File: src/rtl/ocl_pkg.sv
// ocl_pkg: constants shared by the option configuration loader files.
// assumes: single system clock, Avalon-MM register access with byte addressing.
`default_nettype none

package ocl_pkg;
    // register indices; byte address is four times the index
    localparam logic [11:0] OCL_TRIM_INDEX_IDX  = 12'hFF6;
    localparam logic [11:0] OCL_TRIM_VALUE_IDX  = 12'hFF7;
    localparam logic [11:0] OCL_KHZ_HIGH_IDX    = 12'hFFA;
    localparam logic [11:0] OCL_KHZ_LOW_IDX     = 12'hFFB;
    localparam logic [11:0] OCL_LOAD_STATUS_IDX = 12'hFF0;
    localparam int          OCL_BUS_ADDR_W      = 14;

    // reset values
    localparam logic [7:0]  OCL_TRIM_INDEX_RST  = 8'h00;
    localparam logic [7:0]  OCL_KHZ_HIGH_RST    = 8'h00;
    localparam logic [7:0]  OCL_KHZ_LOW_RST     = 8'h00;
    localparam logic [7:0]  OCL_TRIM_WORK_RST   = 8'h00;

    // load sequence
    localparam int          OCL_LOAD_COUNT      = 43;
    localparam logic [5:0]  OCL_USER_BYTES      = 6'h02;
    localparam logic [5:0]  OCL_TRIM_BASE       = 6'h20;
    localparam int          OCL_TRIM_COUNT      = 32;
    localparam int          OCL_FLASH_ADDR_W    = 16;

    // field positions
    localparam int          OCL_WP_BIT          = 0;
    localparam int          OCL_STAT_LOADING    = 0;
    localparam int          OCL_STAT_BLOCKED    = 1;

    typedef enum logic [1:0] {
        OCL_SEQ_LOAD,
        OCL_SEQ_DRAIN,
        OCL_SEQ_DONE
    } ocl_seq_state_t;
endpackage

`default_nettype wire

File: src/rtl/ocl_ifs.sv
// ocl_ifs: carriers between the loader top and its sequencer and trim store.
// assumes: all signals are synchronous to the system clock.
`default_nettype none

interface ocl_load_if;
    logic       loading;    // load sequence running
    logic       capValid;   // flash byte on flashData this cycle
    logic [5:0] capIndex;   // counter address of that byte
    logic       restart;    // stop-mode recovery request
    modport seq  (output loading, output capValid, output capIndex, input restart);
    modport host (input loading, input capValid, input capIndex, output restart);
endinterface

interface ocl_trim_if;
    logic         ldWe;     // load-time write
    logic [4:0]   ldIdx;
    logic [7:0]   ldData;
    logic         swWe;     // software write
    logic [4:0]   swIdx;
    logic [7:0]   swData;
    logic [4:0]   rdIdx;
    logic [7:0]   rdData;
    logic [255:0] working;  // all working trim bytes
    modport store (input ldWe, input ldIdx, input ldData, input swWe, input swIdx, input swData,
                   input rdIdx, output rdData, output working);
    modport host  (output ldWe, output ldIdx, output ldData, output swWe, output swIdx, output swData,
                   output rdIdx, input rdData, input working);
endinterface

`default_nettype wire

File: src/rtl/ocl_option_loader.sv
// ocl_option_loader: reset-time option fetch, trim access and flash timing registers.
// assumes: mclk is the oscillator clock that samples flash; flash data is valid the
// cycle after flashRead; Avalon-MM master follows waitrequest.
//
// Register access over Avalon-MM is this design's own decision.
`default_nettype none

// Functional notes
// - flash kHz value is high byte then low
// - option bytes change only during load
// - fetch options on reset and stop recovery
// - option registers unreachable from software bus
// - user option bytes from program addresses 0,1
// - erasing page zero erases user options
// - factory trim survives erase, working copy volatile
// - trim data write updates indexed working byte
// - trim data read returns indexed working byte
// - trim index plus 20h is information address
// - indices outside trim window unreachable
// - 43 reads, counter low bits, high zero
// - capture each fetched byte, 344 bits max
// - first two program bytes, rest information area
// - write protect zero blocks program and erase
module ocl_option_loader
    import ocl_pkg::*;
#(
    parameter int LOAD_BYTES = OCL_LOAD_COUNT,
    parameter int TRIM_BYTES = OCL_TRIM_COUNT
) (
    input  wire logic                      mclk,            // system clock, 25 MHz
    input  wire logic                      rst_n,           // synchronous reset, active low
    input  wire logic                      ce,              // clock enable, freezes all state
    input  wire logic                      stopRecover,     // stop-mode recovery pulse
    input  wire logic [OCL_BUS_ADDR_W-1:0] avs_address,     // byte address
    input  wire logic                      avs_read,        // read request
    input  wire logic                      avs_write,       // write request
    input  wire logic [31:0]               avs_writedata,   // write data
    output logic      [31:0]               avs_readdata,    // read data
    output logic                           avs_waitrequest, // stall
    output logic      [15:0]               flashAddr,       // flash address
    output logic                           flashInfoSel,    // information area select
    output logic                           flashRead,       // flash read strobe
    input  wire logic [7:0]                flashData,       // flash read data
    output logic      [8*LOAD_BYTES-1:0]   optionBits,      // hidden option registers
    output logic      [8*TRIM_BYTES-1:0]   trimWorking,     // working trim bytes
    output logic      [15:0]               flashKhzValue,   // program/erase timing value
    output logic                           progEraseBlocked,// write protect in force
    output logic                           cpuResetHold     // keeps the CPU in reset
);
    ocl_load_if ld ();
    ocl_trim_if tr ();

    logic [7:0]  trimIndex;
    logic [7:0]  khzHigh;
    logic [7:0]  khzLow;
    logic [7:0]  optRegs [LOAD_BYTES];
    logic [31:0] readMux;
    logic        busReq;
    logic        commit;
    logic [11:0] regIdx;

    // true where the index names a byte inside the trim window
    function automatic logic inTrimWindow(input logic [7:0] idx);
        return idx < 8'(TRIM_BYTES);
    endfunction

    ocl_load_seq #(
        .LOAD_BYTES(LOAD_BYTES)
    ) uSeq (
        .mclk        (mclk),
        .rst_n       (rst_n),
        .ce          (ce),
        .ld          (ld),
        .flashAddr   (flashAddr),
        .flashInfoSel(flashInfoSel),
        .flashRead   (flashRead)
    );

    ocl_trim_store #(
        .TRIM_BYTES(TRIM_BYTES)
    ) uTrim (
        .mclk (mclk),
        .rst_n(rst_n),
        .ce   (ce),
        .tr   (tr)
    );

    assign ld.restart = stopRecover;
    assign busReq     = avs_read | avs_write;
    assign regIdx     = avs_address[OCL_BUS_ADDR_W-1:2];
    assign commit     = busReq && !avs_waitrequest;

    // load-time capture into trim store: counter addresses 20h and up
    assign tr.ldWe   = ld.capValid && (ld.capIndex >= OCL_TRIM_BASE);
    assign tr.ldIdx  = 5'(ld.capIndex - OCL_TRIM_BASE);
    assign tr.ldData = flashData;
    // software write to trim data, only inside the window
    assign tr.swWe   = commit && avs_write && (regIdx == OCL_TRIM_VALUE_IDX)
                       && inTrimWindow(trimIndex);
    assign tr.swIdx  = trimIndex[4:0];
    assign tr.swData = avs_writedata[7:0];
    assign tr.rdIdx  = trimIndex[4:0];
    assign trimWorking = tr.working;

    // hidden option registers: only the fetch writes them, no bus path
    always_ff @(posedge mclk) begin
        if (!rst_n) begin
            for (int i = 0; i < LOAD_BYTES; i++) begin
                optRegs[i] <= 8'hFF;
            end
        end else if (ce) begin
            if (ld.capValid) begin
                optRegs[ld.capIndex] <= flashData;
            end
        end
    end

    genvar g;
    generate
        for (g = 0; g < LOAD_BYTES; g++) begin : gOpt
            assign optionBits[8*g +: 8] = optRegs[g];
        end
    endgenerate

    // write protect taken from the freshly fetched byte 0; blocked until known
    always_ff @(posedge mclk) begin
        if (!rst_n) begin
            progEraseBlocked <= 1'b1;
        end else if (ce) begin
            if (ld.capValid && (ld.capIndex == 6'h00)) begin
                progEraseBlocked <= ~flashData[OCL_WP_BIT];
            end
        end
    end

    // CPU released only after the last byte lands
    always_ff @(posedge mclk) begin
        if (!rst_n) begin
            cpuResetHold <= 1'b1;
        end else if (ce) begin
            cpuResetHold <= ld.loading || (stopRecover && !ld.loading);
        end
    end

    // timing value joined high over low
    always_ff @(posedge mclk) begin
        if (!rst_n) begin
            flashKhzValue <= {OCL_KHZ_HIGH_RST, OCL_KHZ_LOW_RST};
        end else if (ce) begin
            flashKhzValue <= {khzHigh, khzLow};
        end
    end

    // software registers; trim index untouched by data accesses
    always_ff @(posedge mclk) begin
        if (!rst_n) begin
            trimIndex <= OCL_TRIM_INDEX_RST;
            khzHigh   <= OCL_KHZ_HIGH_RST;
            khzLow    <= OCL_KHZ_LOW_RST;
        end else if (ce) begin
            if (commit && avs_write) begin
                case (regIdx)
                    OCL_TRIM_INDEX_IDX: trimIndex <= avs_writedata[7:0];
                    OCL_KHZ_HIGH_IDX:   khzHigh   <= avs_writedata[7:0];
                    OCL_KHZ_LOW_IDX:    khzLow    <= avs_writedata[7:0];
                    default:            trimIndex <= trimIndex;
                endcase
            end
        end
    end

    // read mux; unmapped and out-of-window reads return zero
    always_comb begin
        readMux = 32'h0000_0000;
        case (regIdx)
            OCL_TRIM_INDEX_IDX:  readMux[7:0] = trimIndex;
            OCL_TRIM_VALUE_IDX:  readMux[7:0] = inTrimWindow(trimIndex) ? tr.rdData : 8'h00;
            OCL_KHZ_HIGH_IDX:    readMux[7:0] = khzHigh;
            OCL_KHZ_LOW_IDX:     readMux[7:0] = khzLow;
            OCL_LOAD_STATUS_IDX: begin
                readMux[OCL_STAT_LOADING] = ld.loading;
                readMux[OCL_STAT_BLOCKED] = progEraseBlocked;
            end
            default:             readMux = 32'h0000_0000;
        endcase
    end

    // one wait cycle per access; held off entirely while the fetch runs,
    // which costs latency but keeps software away from half-loaded state
    always_ff @(posedge mclk) begin
        if (!rst_n) begin
            avs_waitrequest <= 1'b1;
            avs_readdata    <= 32'h0000_0000;
        end else if (ce) begin
            if (!avs_waitrequest) begin
                avs_waitrequest <= 1'b1;
            end else if (busReq && !ld.loading) begin
                avs_waitrequest <= 1'b0;
                avs_readdata    <= avs_read ? readMux : 32'h0000_0000;
            end
        end
    end

    // checks
    khz_join_a: assert property (@(posedge mclk) disable iff (!rst_n)
        (ce && commit && avs_write && regIdx == OCL_KHZ_HIGH_IDX) ##1 ce |=>
        flashKhzValue[15:8] == $past(avs_writedata[7:0], 2))
        else $error("kHz high byte not in upper half");

    hold_while_load_a: assert property (@(posedge mclk) disable iff (!rst_n)
        ld.loading |=> cpuResetHold)
        else $error("CPU released during option fetch");

    load_length_a: assert property (@(posedge mclk) disable iff (!rst_n || !ce)
        $rose(flashRead) |-> flashRead[*8] ##[35:40] !flashRead)
        else $error("fetch length wrong");

    restart_load_a: assert property (@(posedge mclk) disable iff (!rst_n || !ce)
        (stopRecover && !ld.loading) |-> ##[1:3] flashRead ##0 flashAddr[5:0] == 6'h00)
        else $error("stop recovery did not restart fetch");

    addr_shape_a: assert property (@(posedge mclk) disable iff (!rst_n)
        flashRead |-> (flashAddr[15:6] == 10'h000) && (flashInfoSel == (flashAddr[5:0] >= OCL_USER_BYTES)))
        else $error("fetch address or area wrong");

    options_stable_a: assert property (@(posedge mclk) disable iff (!rst_n)
        !ld.loading |=> $stable(optionBits))
        else $error("options changed outside fetch");

    trim_write_a: assert property (@(posedge mclk) disable iff (!rst_n || !ce)
        (tr.swWe) |=> tr.rdData == $past(avs_writedata[7:0]))
        else $error("trim write lost");

    trim_window_a: assert property (@(posedge mclk) disable iff (!rst_n)
        (commit && avs_read && regIdx == OCL_TRIM_VALUE_IDX && !inTrimWindow(trimIndex))
        |-> avs_readdata == 32'h0000_0000)
        else $error("trim access outside window");

    trim_map_a: assert property (@(posedge mclk) disable iff (!rst_n || !ce)
        tr.ldWe |=> tr.working[8*$past(tr.ldIdx) +: 8] == $past(flashData))
        else $error("trim byte landed at wrong index");

    wp_follow_a: assert property (@(posedge mclk) disable iff (!rst_n)
        (!ld.loading && !cpuResetHold) |-> progEraseBlocked == ~optionBits[OCL_WP_BIT])
        else $error("write protect does not follow option");

    index_kept_a: assert property (@(posedge mclk) disable iff (!rst_n)
        (commit && regIdx == OCL_TRIM_VALUE_IDX) |=> $stable(trimIndex))
        else $error("trim index moved on data access");
endmodule

`default_nettype wire

File: src/rtl/ocl_load_seq.sv
// ocl_load_seq: counter that walks the flash through the option fetch.
// assumes: flash answers one cycle after the address and read strobe.
`default_nettype none

module ocl_load_seq
    import ocl_pkg::*;
#(
    parameter int LOAD_BYTES = OCL_LOAD_COUNT
) (
    input  wire logic        mclk,        // system clock
    input  wire logic        rst_n,       // synchronous reset, active low
    input  wire logic        ce,          // clock enable
    ocl_load_if.seq          ld,          // towards loader top
    output logic [15:0]      flashAddr,   // flash address
    output logic             flashInfoSel,// 1 selects information area
    output logic             flashRead    // read strobe
);
    ocl_seq_state_t state;
    logic [5:0]     count;
    logic           pendValid;
    logic [5:0]     pendIndex;

    // main counter; restart only once idle so a half load never mixes
    always_ff @(posedge mclk) begin
        if (!rst_n) begin
            state <= OCL_SEQ_LOAD;
            count <= 6'h00;
        end else if (ce) begin
            case (state)
                OCL_SEQ_LOAD: begin
                    count <= count + 6'h01;
                    if (count == 6'(LOAD_BYTES - 1)) begin
                        state <= OCL_SEQ_DRAIN;
                    end
                end
                OCL_SEQ_DRAIN: state <= OCL_SEQ_DONE;
                OCL_SEQ_DONE: begin
                    if (ld.restart) begin
                        state <= OCL_SEQ_LOAD;
                        count <= 6'h00;
                    end
                end
                default: state <= OCL_SEQ_DONE;
            endcase
        end
    end

    // flash address: low six bits from the counter, rest held at zero
    always_ff @(posedge mclk) begin
        if (!rst_n) begin
            flashRead    <= 1'b0;
            flashAddr    <= 16'h0000;
            flashInfoSel <= 1'b0;
        end else if (ce) begin
            flashRead    <= (state == OCL_SEQ_LOAD);
            flashAddr    <= {10'h000, count};
            flashInfoSel <= (count >= OCL_USER_BYTES);
        end
    end

    // data returns a cycle after the strobe
    always_ff @(posedge mclk) begin
        if (!rst_n) begin
            pendValid <= 1'b0;
            pendIndex <= 6'h00;
        end else if (ce) begin
            pendValid <= flashRead;
            pendIndex <= flashAddr[5:0];
        end
    end

    assign ld.capValid = pendValid;
    assign ld.capIndex = pendIndex;
    assign ld.loading  = (state != OCL_SEQ_DONE) || flashRead || pendValid;
endmodule

`default_nettype wire

File: src/rtl/ocl_trim_store.sv
// ocl_trim_store: working copy of the trim bytes, volatile by nature.
// assumes: load and software writes never coincide (bus is stalled during load).
`default_nettype none

module ocl_trim_store
    import ocl_pkg::*;
#(
    parameter int TRIM_BYTES = OCL_TRIM_COUNT
) (
    input  wire logic mclk,   // system clock
    input  wire logic rst_n,  // synchronous reset, active low
    input  wire logic ce,     // clock enable
    ocl_trim_if.store tr      // access ports
);
    logic [7:0] mem [TRIM_BYTES];

    // plain flops: working values vanish with power, flash copy untouched
    always_ff @(posedge mclk) begin
        if (!rst_n) begin
            for (int i = 0; i < TRIM_BYTES; i++) begin
                mem[i] <= OCL_TRIM_WORK_RST;
            end
        end else if (ce) begin
            if (tr.ldWe) begin
                mem[tr.ldIdx] <= tr.ldData;
            end else if (tr.swWe) begin
                mem[tr.swIdx] <= tr.swData;
            end
        end
    end

    assign tr.rdData = mem[tr.rdIdx];

    genvar g;
    generate
        for (g = 0; g < TRIM_BYTES; g++) begin : gFlat
            assign tr.working[8*g +: 8] = mem[g];
        end
    endgenerate
endmodule

`default_nettype wire

File: config.mk
export PLATFORM = sky130hd
export DESIGN_NAME = ocl_option_loader
export DESIGN_NICKNAME = d
export VERILOG_FILES = /design/src/rtl/ocl_pkg.sv /design/src/rtl/ocl_ifs.sv /design/src/rtl/ocl_option_loader.sv /design/src/rtl/ocl_load_seq.sv /design/src/rtl/ocl_trim_store.sv
export SDC_FILE = /design/constraint.sdc
export NUM_CORES = 1
export LEC_CHECK = 0
export BUFFER_PORTS_ARGS = -buffer_cell sky130_fd_sc_hd__buf_4
export CORE_AREA = 2 2 341 343
export DETAILED_ROUTE_END_ITERATION = 8
export DIE_AREA = 0 0 343 345
export SLEW_MARGIN = 10
export SYNTH_ARGS = -nofsm -noshare
export SYNTH_HDL_FRONTEND = slang
export SYNTH_SLANG_ARGS = --single-unit
export TNS_END_PERCENT = 100
File: constraint.sdc
create_clock -name mclk -period 4.4 [get_ports mclk]
set_input_delay 0.22 -clock mclk [delete_from_list [all_inputs] [get_ports mclk]]
set_output_delay 0.22 -clock mclk [all_outputs]
set_load 0.05 [all_outputs]
* Word-level counts from Yosys, hierarchy flattened
Memory sizes are Yosys's and may differ from the RTL's. A register that Yosys moved wholly into a read port is not among the register bits.
Index checks and enable logic that the tools add are counted.
** Cells by class
- $add $sub $neg :: 2
- Order comparisons :: 3
- Equal/unequal tests :: 10
- Multiplexer cells :: 36
- Bitwise operators :: 2
- Reduce and logical (&&, ||, !) cells :: 26
** Operators by type and width (count)
- equality test 12 bit, second input constant :: 5
- two-way mux 8 bit :: 5
- case mux 6 bit (4 select lines) :: 1
- OR reduction 8 bit :: 3
- two-way mux 5 bit :: 4
- two-way mux 1 bit :: 19
- AND reduction 3 bit :: 6
- two-way mux 6 bit :: 2
- case mux 6 bit (2 select lines) :: 1
- case mux 2 bit (5 select lines) :: 1
- logical AND 1 bit :: 8
- less-than comparator 8 x 6 -> 1 bit, second input constant :: 1
- adder 6 x 1 -> 6 bit, second input constant :: 1
- equality test 6 bit, second input constant :: 1
- greater-or-equal comparator 6 x 2 -> 1 bit, second input constant :: 1
- greater-or-equal comparator 6 bit, second input constant :: 1
- logical NOT 6 bit :: 1
- subtractor 5 x 1 -> 5 bit, second input constant :: 1
- two-way mux 2 bit :: 2
- inequality test 2 bit, second input constant :: 2
- case mux 2 bit (2 select lines) :: 1
- logical OR 1 bit :: 3
- equality test 2 bit, second input constant :: 1
- logical NOT 1 bit :: 2
- 6 further kinds :: 6
** Storage, ports and cells
- Bits in registers :: 98
- Bits in writable memories :: 600
- Bits of input ports :: 60
- Output and inout bits :: 669
- Memories :: 2
** Memories
- optRegs :: words 43, width 8, rd ports 43, clocked after memory_dff 0, write ports 43, RTL line ocl_option_loader.sv:56 : logic [7:0] optRegs [LOAD_BYTES];
- uTrim.mem :: words 32, width 8, rd ports 33, clocked after memory_dff 1, write ports 32, RTL line ocl_trim_store.sv:15 : logic [7:0] mem [TRIM_BYTES];

* Longest topological paths before layout
Gate-level depths: netlist of run 1.
- Word-level depth :: 12
- Mapped depth :: 10
- Mapped depth without buffers :: 6

* Hierarchy
Synthesis of run 1 repeated with hierarchy kept, for this count alone.
** Unflattened totals
- Cell total of the unflattened synthesis :: 1997
- Area, all modules :: 28596.2 um^2
** By module, submodules not included
- ocl_option_loader :: times used 1, cells an instance 1118, area an instance 15746.4 um^2
- ocl_trim_store :: times used 1, cells an instance 768, area an instance 11758.8 um^2
- ocl_load_seq :: times used 1, cells an instance 111, area an instance 1091.0 um^2

* Worst setup path after synthesis of run 1
No wires, ideal clock.
- Path type :: flip-flop to flip-flop
- Start :: register avs_waitrequest
- End :: memory uTrim.mem[2][0] (enable)
- Setup time :: 0.329 ns
- Arrival time :: 2.493 ns
- Required time :: 4.071 ns
- Slack :: 1.578 ns
- Stages on the path, launching flop included :: 7
- Buffers on the path :: 0
- Clock period less this slack :: 2.822 ns
- Path through :: dfxtp_1 nand3b_1 nor4_1 a31oi_1 a211oi_4 o211ai_2 nand2_1
** RTL lines
- start: declaration :: RTL line ocl_option_loader.sv:39 : output logic avs_waitrequest,
- start signal: assignment :: RTL line ocl_option_loader.sv:192 : avs_waitrequest <= 1'b1;
- start signal: assignment :: RTL line ocl_option_loader.sv:196 : avs_waitrequest <= 1'b1;
- start signal: assignment :: RTL line ocl_option_loader.sv:198 : avs_waitrequest <= 1'b0;
- end: declaration :: RTL line ocl_trim_store.sv:15

==> metrics.cfg, run 1 <==
[outcome]
status=finished, final reports clean

[logic_synthesis]
yosysUniqueCellTypes=68
synth_top_flop_cell=edfxtp_1
yosysSeqAreaShare_pct=69.0
netlist.top_cell.by_area=edfxtp_1
synthArstFlopShare_pct=0
syn_inst=2095
yosys_register_bits=679
yosys_warnings=0
ys_top_cells_by_area=edfxtp_1 (63%), dfxtp_1 (5.6%), nor2_1 (4.4%)
yosysTopAreaCellShare_pct=63.4
synth_edf_count=600
syn_area_per_cell_um2=13.6
synth_area_mm2=0.0284

[global_route]
grt_pass1_wl_mm=154
grt.total_usage_pct=18.5
grt_overflow=0
first_global_vias=19519
antenna_found_initial=14
grt_start_max_net_pins=58

[drt]
firstDrtPassIters=5
wl_mm=113
ant_nets=0
drt_iter0_drc=1619
wire_per_inst_um=26.0
viasPerCell=4.60
route.detailed.drc=0
via_count=20025

[floorplan]
die_w_um=343
coreArea_mm2=0.115
placementRows=125
dieArea_mm2=0.118
dieHeight_um=345
io_pins=729
start_util_pct=24.7

[sta]
hold_viol=0
maxSlewViolCount=0
setup_viol=0
min_period_ns=3.84
tightest_slew_ns=1.18
fmax_ghz=0.260
skew_ns=0.0269
timing.final.ws_setup_ns=0.560
grt_setup_unrepaired=no
setup-tns-final_ns=0
period_share_pct=87.3
slew_headroom_pct=20.8

[power]
pwr-share-comb_pct=9.2
power_mw=15.3
swShare_pct=25.8
clockPowerShare_pct=43.1
seqPwrFrac_pct=47.7
ir_drop_mv=0.281
leakage_nw=12.9
power.internal_mw=11.3
powerDensity_mw_per_mm2=403
power_switching_mw=3.94

[placed_design]
placed_cells=4195
port_buffers=668
dpl-instance-area_mm2=0.0352
pre_cts_ws_ns=0.364
gp_congestion=0.849
hpwlAfterDp_mm=83.6

[critical_path]
endpoint_kind=flop
critical_path.slowest_cell=o21ai_0
worstPathRequired_ns=4.66
cp.arrival_ns=4.10
critPathLaunchType=flop
max_stage_delay_ns=1.20
crit_fanout=23
critPathBufInv=1
critical-path-top-delay-family=simple AND/OR/NAND/NOR gates
path_class=flop to flop
cp_cell_sequence=inv_1 > nor2_1 > nand3_1 > o21ai_0

[clocking]
clk_path_buf_depth=3
path_clk_slew_ns=0.06
clock_latency_ns=0.65
hold_buffers=13
cts_buffers=77
cts_setup_buffers=0
cts_sinks=679
htreeDepth=3
root_buffer=clkbuf_16
ctsResizeCount=0
cts_tree=built

[cells_and_area]
drive_gt1_share_pct=40.2
final_cells=4354
area_delta_synth_final_pct=33.4
layout.nets=2825
final_common_cell=buf_4
stdcell_area_mm2=0.0379
final_cell_mix=buf_4 (730), edfxtp_1 (600), nor2_1 (334), or2_2 (186), or3_1 (149)

[run]
max_cap_violations=0

[worst_hold_path]
hold_path_class=input port to flop

power groups by stage:
| stage | logic, mW | registers [mW] | clock network (mW) |
|---|---|---|---|
| 2_1_floorplan | 0.327 | 7.94 | 0 |
| 3_3_place_gp | 1.40 | 7.41 | 0 |
| 3_5_place_dp | 1.41 | 7.41 | 0 |
| 4_1_cts | 1.42 | 7.28 | 6.70 |
| 5_1_grt | 1.46 | 7.29 | 6.97 |
| 6_report | 1.41 | 7.28 | 6.58 |
worst reg2reg max path: stages, from the launching register on:
cell and delay, ns:
dfxtp_1 0.63, inv_1 0.32, nor2_1 0.53, nand3_1 0.77
o21ai_0 1.22
state kept, by name (all words and copies together), names as in the netlist, named ones only:
| name | cells |
|---|---|
| optRegs | 344 |
| avs_readdata | 8 |
| flashKhzValue | 16 |
| khzHigh | 8 |
| uTrim.mem | 256 |
| uSeq.flashRead | 1 |
| khzLow | 8 |
| progEraseBlocked | 1 |
| cpuResetHold | 1 |
| uSeq.ld.capIndex | 6 |
| uSeq.ld.capValid | 1 |
| trimIndex | 8 |
| uSeq.flashAddr | 6 |
| uSeq.state | 2 |
| uSeq.count | 6 |
| uSeq.flashInfoSel | 1 |
| avs_waitrequest | 1 |
synth_stat cells, drive strengths merged (2+ instances only):
cell,number
mux2,2
buf,72
and4,2
nand4b,3
xor2,3
a31oi,7
a21boi,2
or2,187
nand3,36
a21oi,24
nand3b,7
and2,9
nand4,12
a221o,5
or3,149
nor2b,6
o22ai,2
o211ai,4
mux2i,107
a211oi,4
mux4,46
inv,13
a22oi,10
nor3,11
nand2b,26
nand2,107
a221oi,21
nor4b,2
ha,2
clkbuf,117
o21ai,46
and3,8
nor3b,3
dfxtp,79
o2111ai,2
nor2,336
edfxtp,600
nor4,5
and3b,2
a311oi,3
o32a,3
metrics by stage:
| stage | utilization [%] | hold WS (ns) |
|---|---|---|
| 2_1_floorplan | - | 0.367 |
| 3_3_place_gp | 30.6 | 0.464 |
| 3_5_place_dp | 30.6 | 0.470 |
| 4_1_cts | 32.9 | 0.0229 |
| 5_1_grt | 32.9 | 0.0693 |
| 6_report | 32.9 | 0.0821 |
metal layers:
layer,global-route usage [%],wire [um]
met4,5.04,2570
met3,6.03,11500
met2,31.6,55400
met1,22.1,43500
met5,0,69
logic make-up (layout without fill, tap and decap cells):
logic type,count (synthesis),count (layout),share of synthesized area (%)
buf+inv,202,899,3.30
xor+xnor,3,3,0.0925
fa+ha+maj,2,2,0.0881
flops,679,679,69.0
compound gates,139,139,3.37
other cells,1,39,0.0132
mux,155,155,7.51
simple gates,914,914,16.6
area by class of cell:
type	instances	area [um^2]
Timing Repair Buffer	745	5650
Antenna cell	5	12.5
Inverter	13	48.8
Clock buffer	93	2050
Multi-Input combinational cell	1247	8100
Clock inverter	48	514
Fill cell	11436	77200
Sequential cell	679	19600
Tap cell	1524	1910
path summary, 6_finish.rpt:
kind	slack [ns]	depth (start not counted)	to	from
setup reg to reg	0.56	4	optRegs[29][6]	uSeq.ld.capIndex[0]
hold reg to reg	0.48	2	cpuResetHold	cpuResetHold
hold / removal	0.08	3	flashKhzValue[3]	ce
setup / recovery	0.56	4	optRegs[29][6]	uSeq.ld.capIndex[0]
Note: power is estimated with default switching activity, not from simulation.
==> run 2, diff against run 1 <==
--- a/config.mk
+++ b/config.mk
@@ -9,6 +9,7 @@
 export CORE_AREA = 2 2 341 343
 export DETAILED_ROUTE_END_ITERATION = 8
 export DIE_AREA = 0 0 343 345
+export PLACE_DENSITY_LB_ADDON = 0.12
 export SLEW_MARGIN = 10
 export SYNTH_ARGS = -nofsm -noshare
 export SYNTH_HDL_FRONTEND = slang
==> run 2 against run 1 <==
Largest cell class unchanged. Flip-flop and latch count stayed put. Fmax is 7.4% higher. Utilization hardly changed. Non-clock buffer count is 7 lower. Cell count is 0.11% lower. Critical endpoint is now uTrim.mem[20][1].
==> metrics.cfg, run 2 (synthesis results as in run 1) <==
[outcome]
status=finished, final reports clean

[sta]
timing.final.ws_setup_ns=0.823
skew_ns=0.0243
slew_headroom_pct=20.5
maxSlewViolCount=0
min_period_ns=3.58
setup-tns-final_ns=0
fmax_ghz=0.280
hold_viol=0
setup_viol=0
holdWs_ns=0.153
tightest_slew_ns=1.18
period_share_pct=81.3
grt_setup_unrepaired=no

[placed_design]
hpwlAfterDp_mm=85.8
pre_cts_ws_ns=0.762
placed_cells=4190
port_buffers=668
gp_congestion=0.828
dpl-instance-area_mm2=0.0351

[clocking]
ctsResizeCount=0
path_clk_slew_ns=0.06
cts_tree=built
clk_path_buf_depth=3
cts_buffers=83
clock_latency_ns=0.65
root_buffer=clkbuf_16
cts_sinks=679
htreeDepth=3
cts_setup_buffers=0
hold_buffers=11

[global_route]
grt_start_max_net_pins=58
grt.total_usage_pct=19.2
antenna_found_initial=3
first_global_vias=20071
grt_pass1_wl_mm=161
grt_overflow=0

[cells_and_area]
layout.nets=2824
final_common_cell=buf_4
reg_top3=optRegs x344, uTrim.mem x256, flashKhzValue x16
largest_reg_flops=344
stdcell_area_mm2=0.0379
fillers=11552
final_cell_mix=buf_4 (726), edfxtp_1 (600), nor2_1 (334), or2_2 (186), or3_1 (149)
multi_input_area_mm2=0.00810
area_delta_synth_final_pct=33.4
regArea_mm2=0.0196
drive_gt1_share_pct=40.0
final_cells=4349
top_register=optRegs
post-route-util_pct=32.9
num_antenna_cells=0

[floorplan]
start_util_pct=24.7
dieArea_mm2=0.118
coreArea_mm2=0.115
dieHeight_um=345
placementRows=125
io_pins=729
die_w_um=343

[critical_path]
cp.arrival_ns=3.87
rr_worst_depth=6
endpoint_kind=flop
crit_fanout=9
worstPathRequired_ns=4.70
path_class=flop to flop
critPathLaunchType=flop

[drt]
firstDrtPassIters=5
wl_mm=118
route.detailed.drc=0
wire_per_inst_um=27.0
ant_nets=0
via_count=19828
viasPerCell=4.56
drt_iter0_drc=1483

[worst_hold_path]
hold_path_class=input port to flop
whs_path_depth=5

[power]
powerDensity_mw_per_mm2=410
power_switching_mw=4.05
power.internal_mw=11.5
pwr-share-comb_pct=9.3
seqPwrFrac_pct=46.8
clockPowerShare_pct=43.9
leakage_nw=12.9
ir_drop_mv=0.271
swShare_pct=26.1
power_mw=15.5

[run]
max_cap_violations=0

[run 2: changes by cell type in the layout (fill, tap and decap cells not counted), sizes merged, moves of 2 or more]
cell,delta
clkbuf,+10
buf,-5
diode,-5
clkinv,+4
clkinvlp,-3
inv,-3
dlygate4sd3,-2
[run 2: area by class of cell]
| class | count | area share, % |
|---|---|---|
| inverter | 13 | 0.129 |
| clock inverter | 45 | 1.22 |
| sequential | 679 | 51.7 |
| tap | 1524 | 5.03 |
| multi-input combinational | 1247 | 21.4 |
| clock buffer | 103 | 5.79 |
| timing repair buffer | 738 | 14.7 |
[run 2: final timing paths]
check,startpoint,endpoint,slack (ns)
max,trimIndex[7],uTrim.mem[20][1],0.82
min,avs_read,avs_readdata[1],0.15
max reg2reg,trimIndex[7],uTrim.mem[20][1],0.82
min reg2reg,cpuResetHold,cpuResetHold,0.50
[run 2: per-layer routing]
metal | vias up | wire [um] | part of all wire (%) | GRT usage, %
met4 | 2 | 2680 | 2.3 | 4.70
met5 | - | 8 | 0.0068 | 0
li1 | 8867 | - | - | -
met1 | 10083 | 45600 | 39 | 22.6
met3 | 128 | 9410 | 8.0 | 5.75
met2 | 748 | 59900 | 51 | 34.1
[run 2: worst max-delay path, stage by stage, from the launching register on]
cell and delay (ns):
dfxtp_1 0.33, nor4b_1 0.45, nand3_1 0.36, o21ai_0 0.48
and3_1 0.78, nand2_1 0.40, nand2_1 0.42
[run 2: power by group through the flow]
stage	Sequential, mW	Clock (mW)	Combinational [mW]
final	7.27	6.81	1.44
after detailed placement	7.41	0	1.45
after global placement	7.40	0	1.45
after floorplan	7.94	0	0.327
after global routing	7.28	7.19	1.49
after CTS	7.27	6.96	1.46
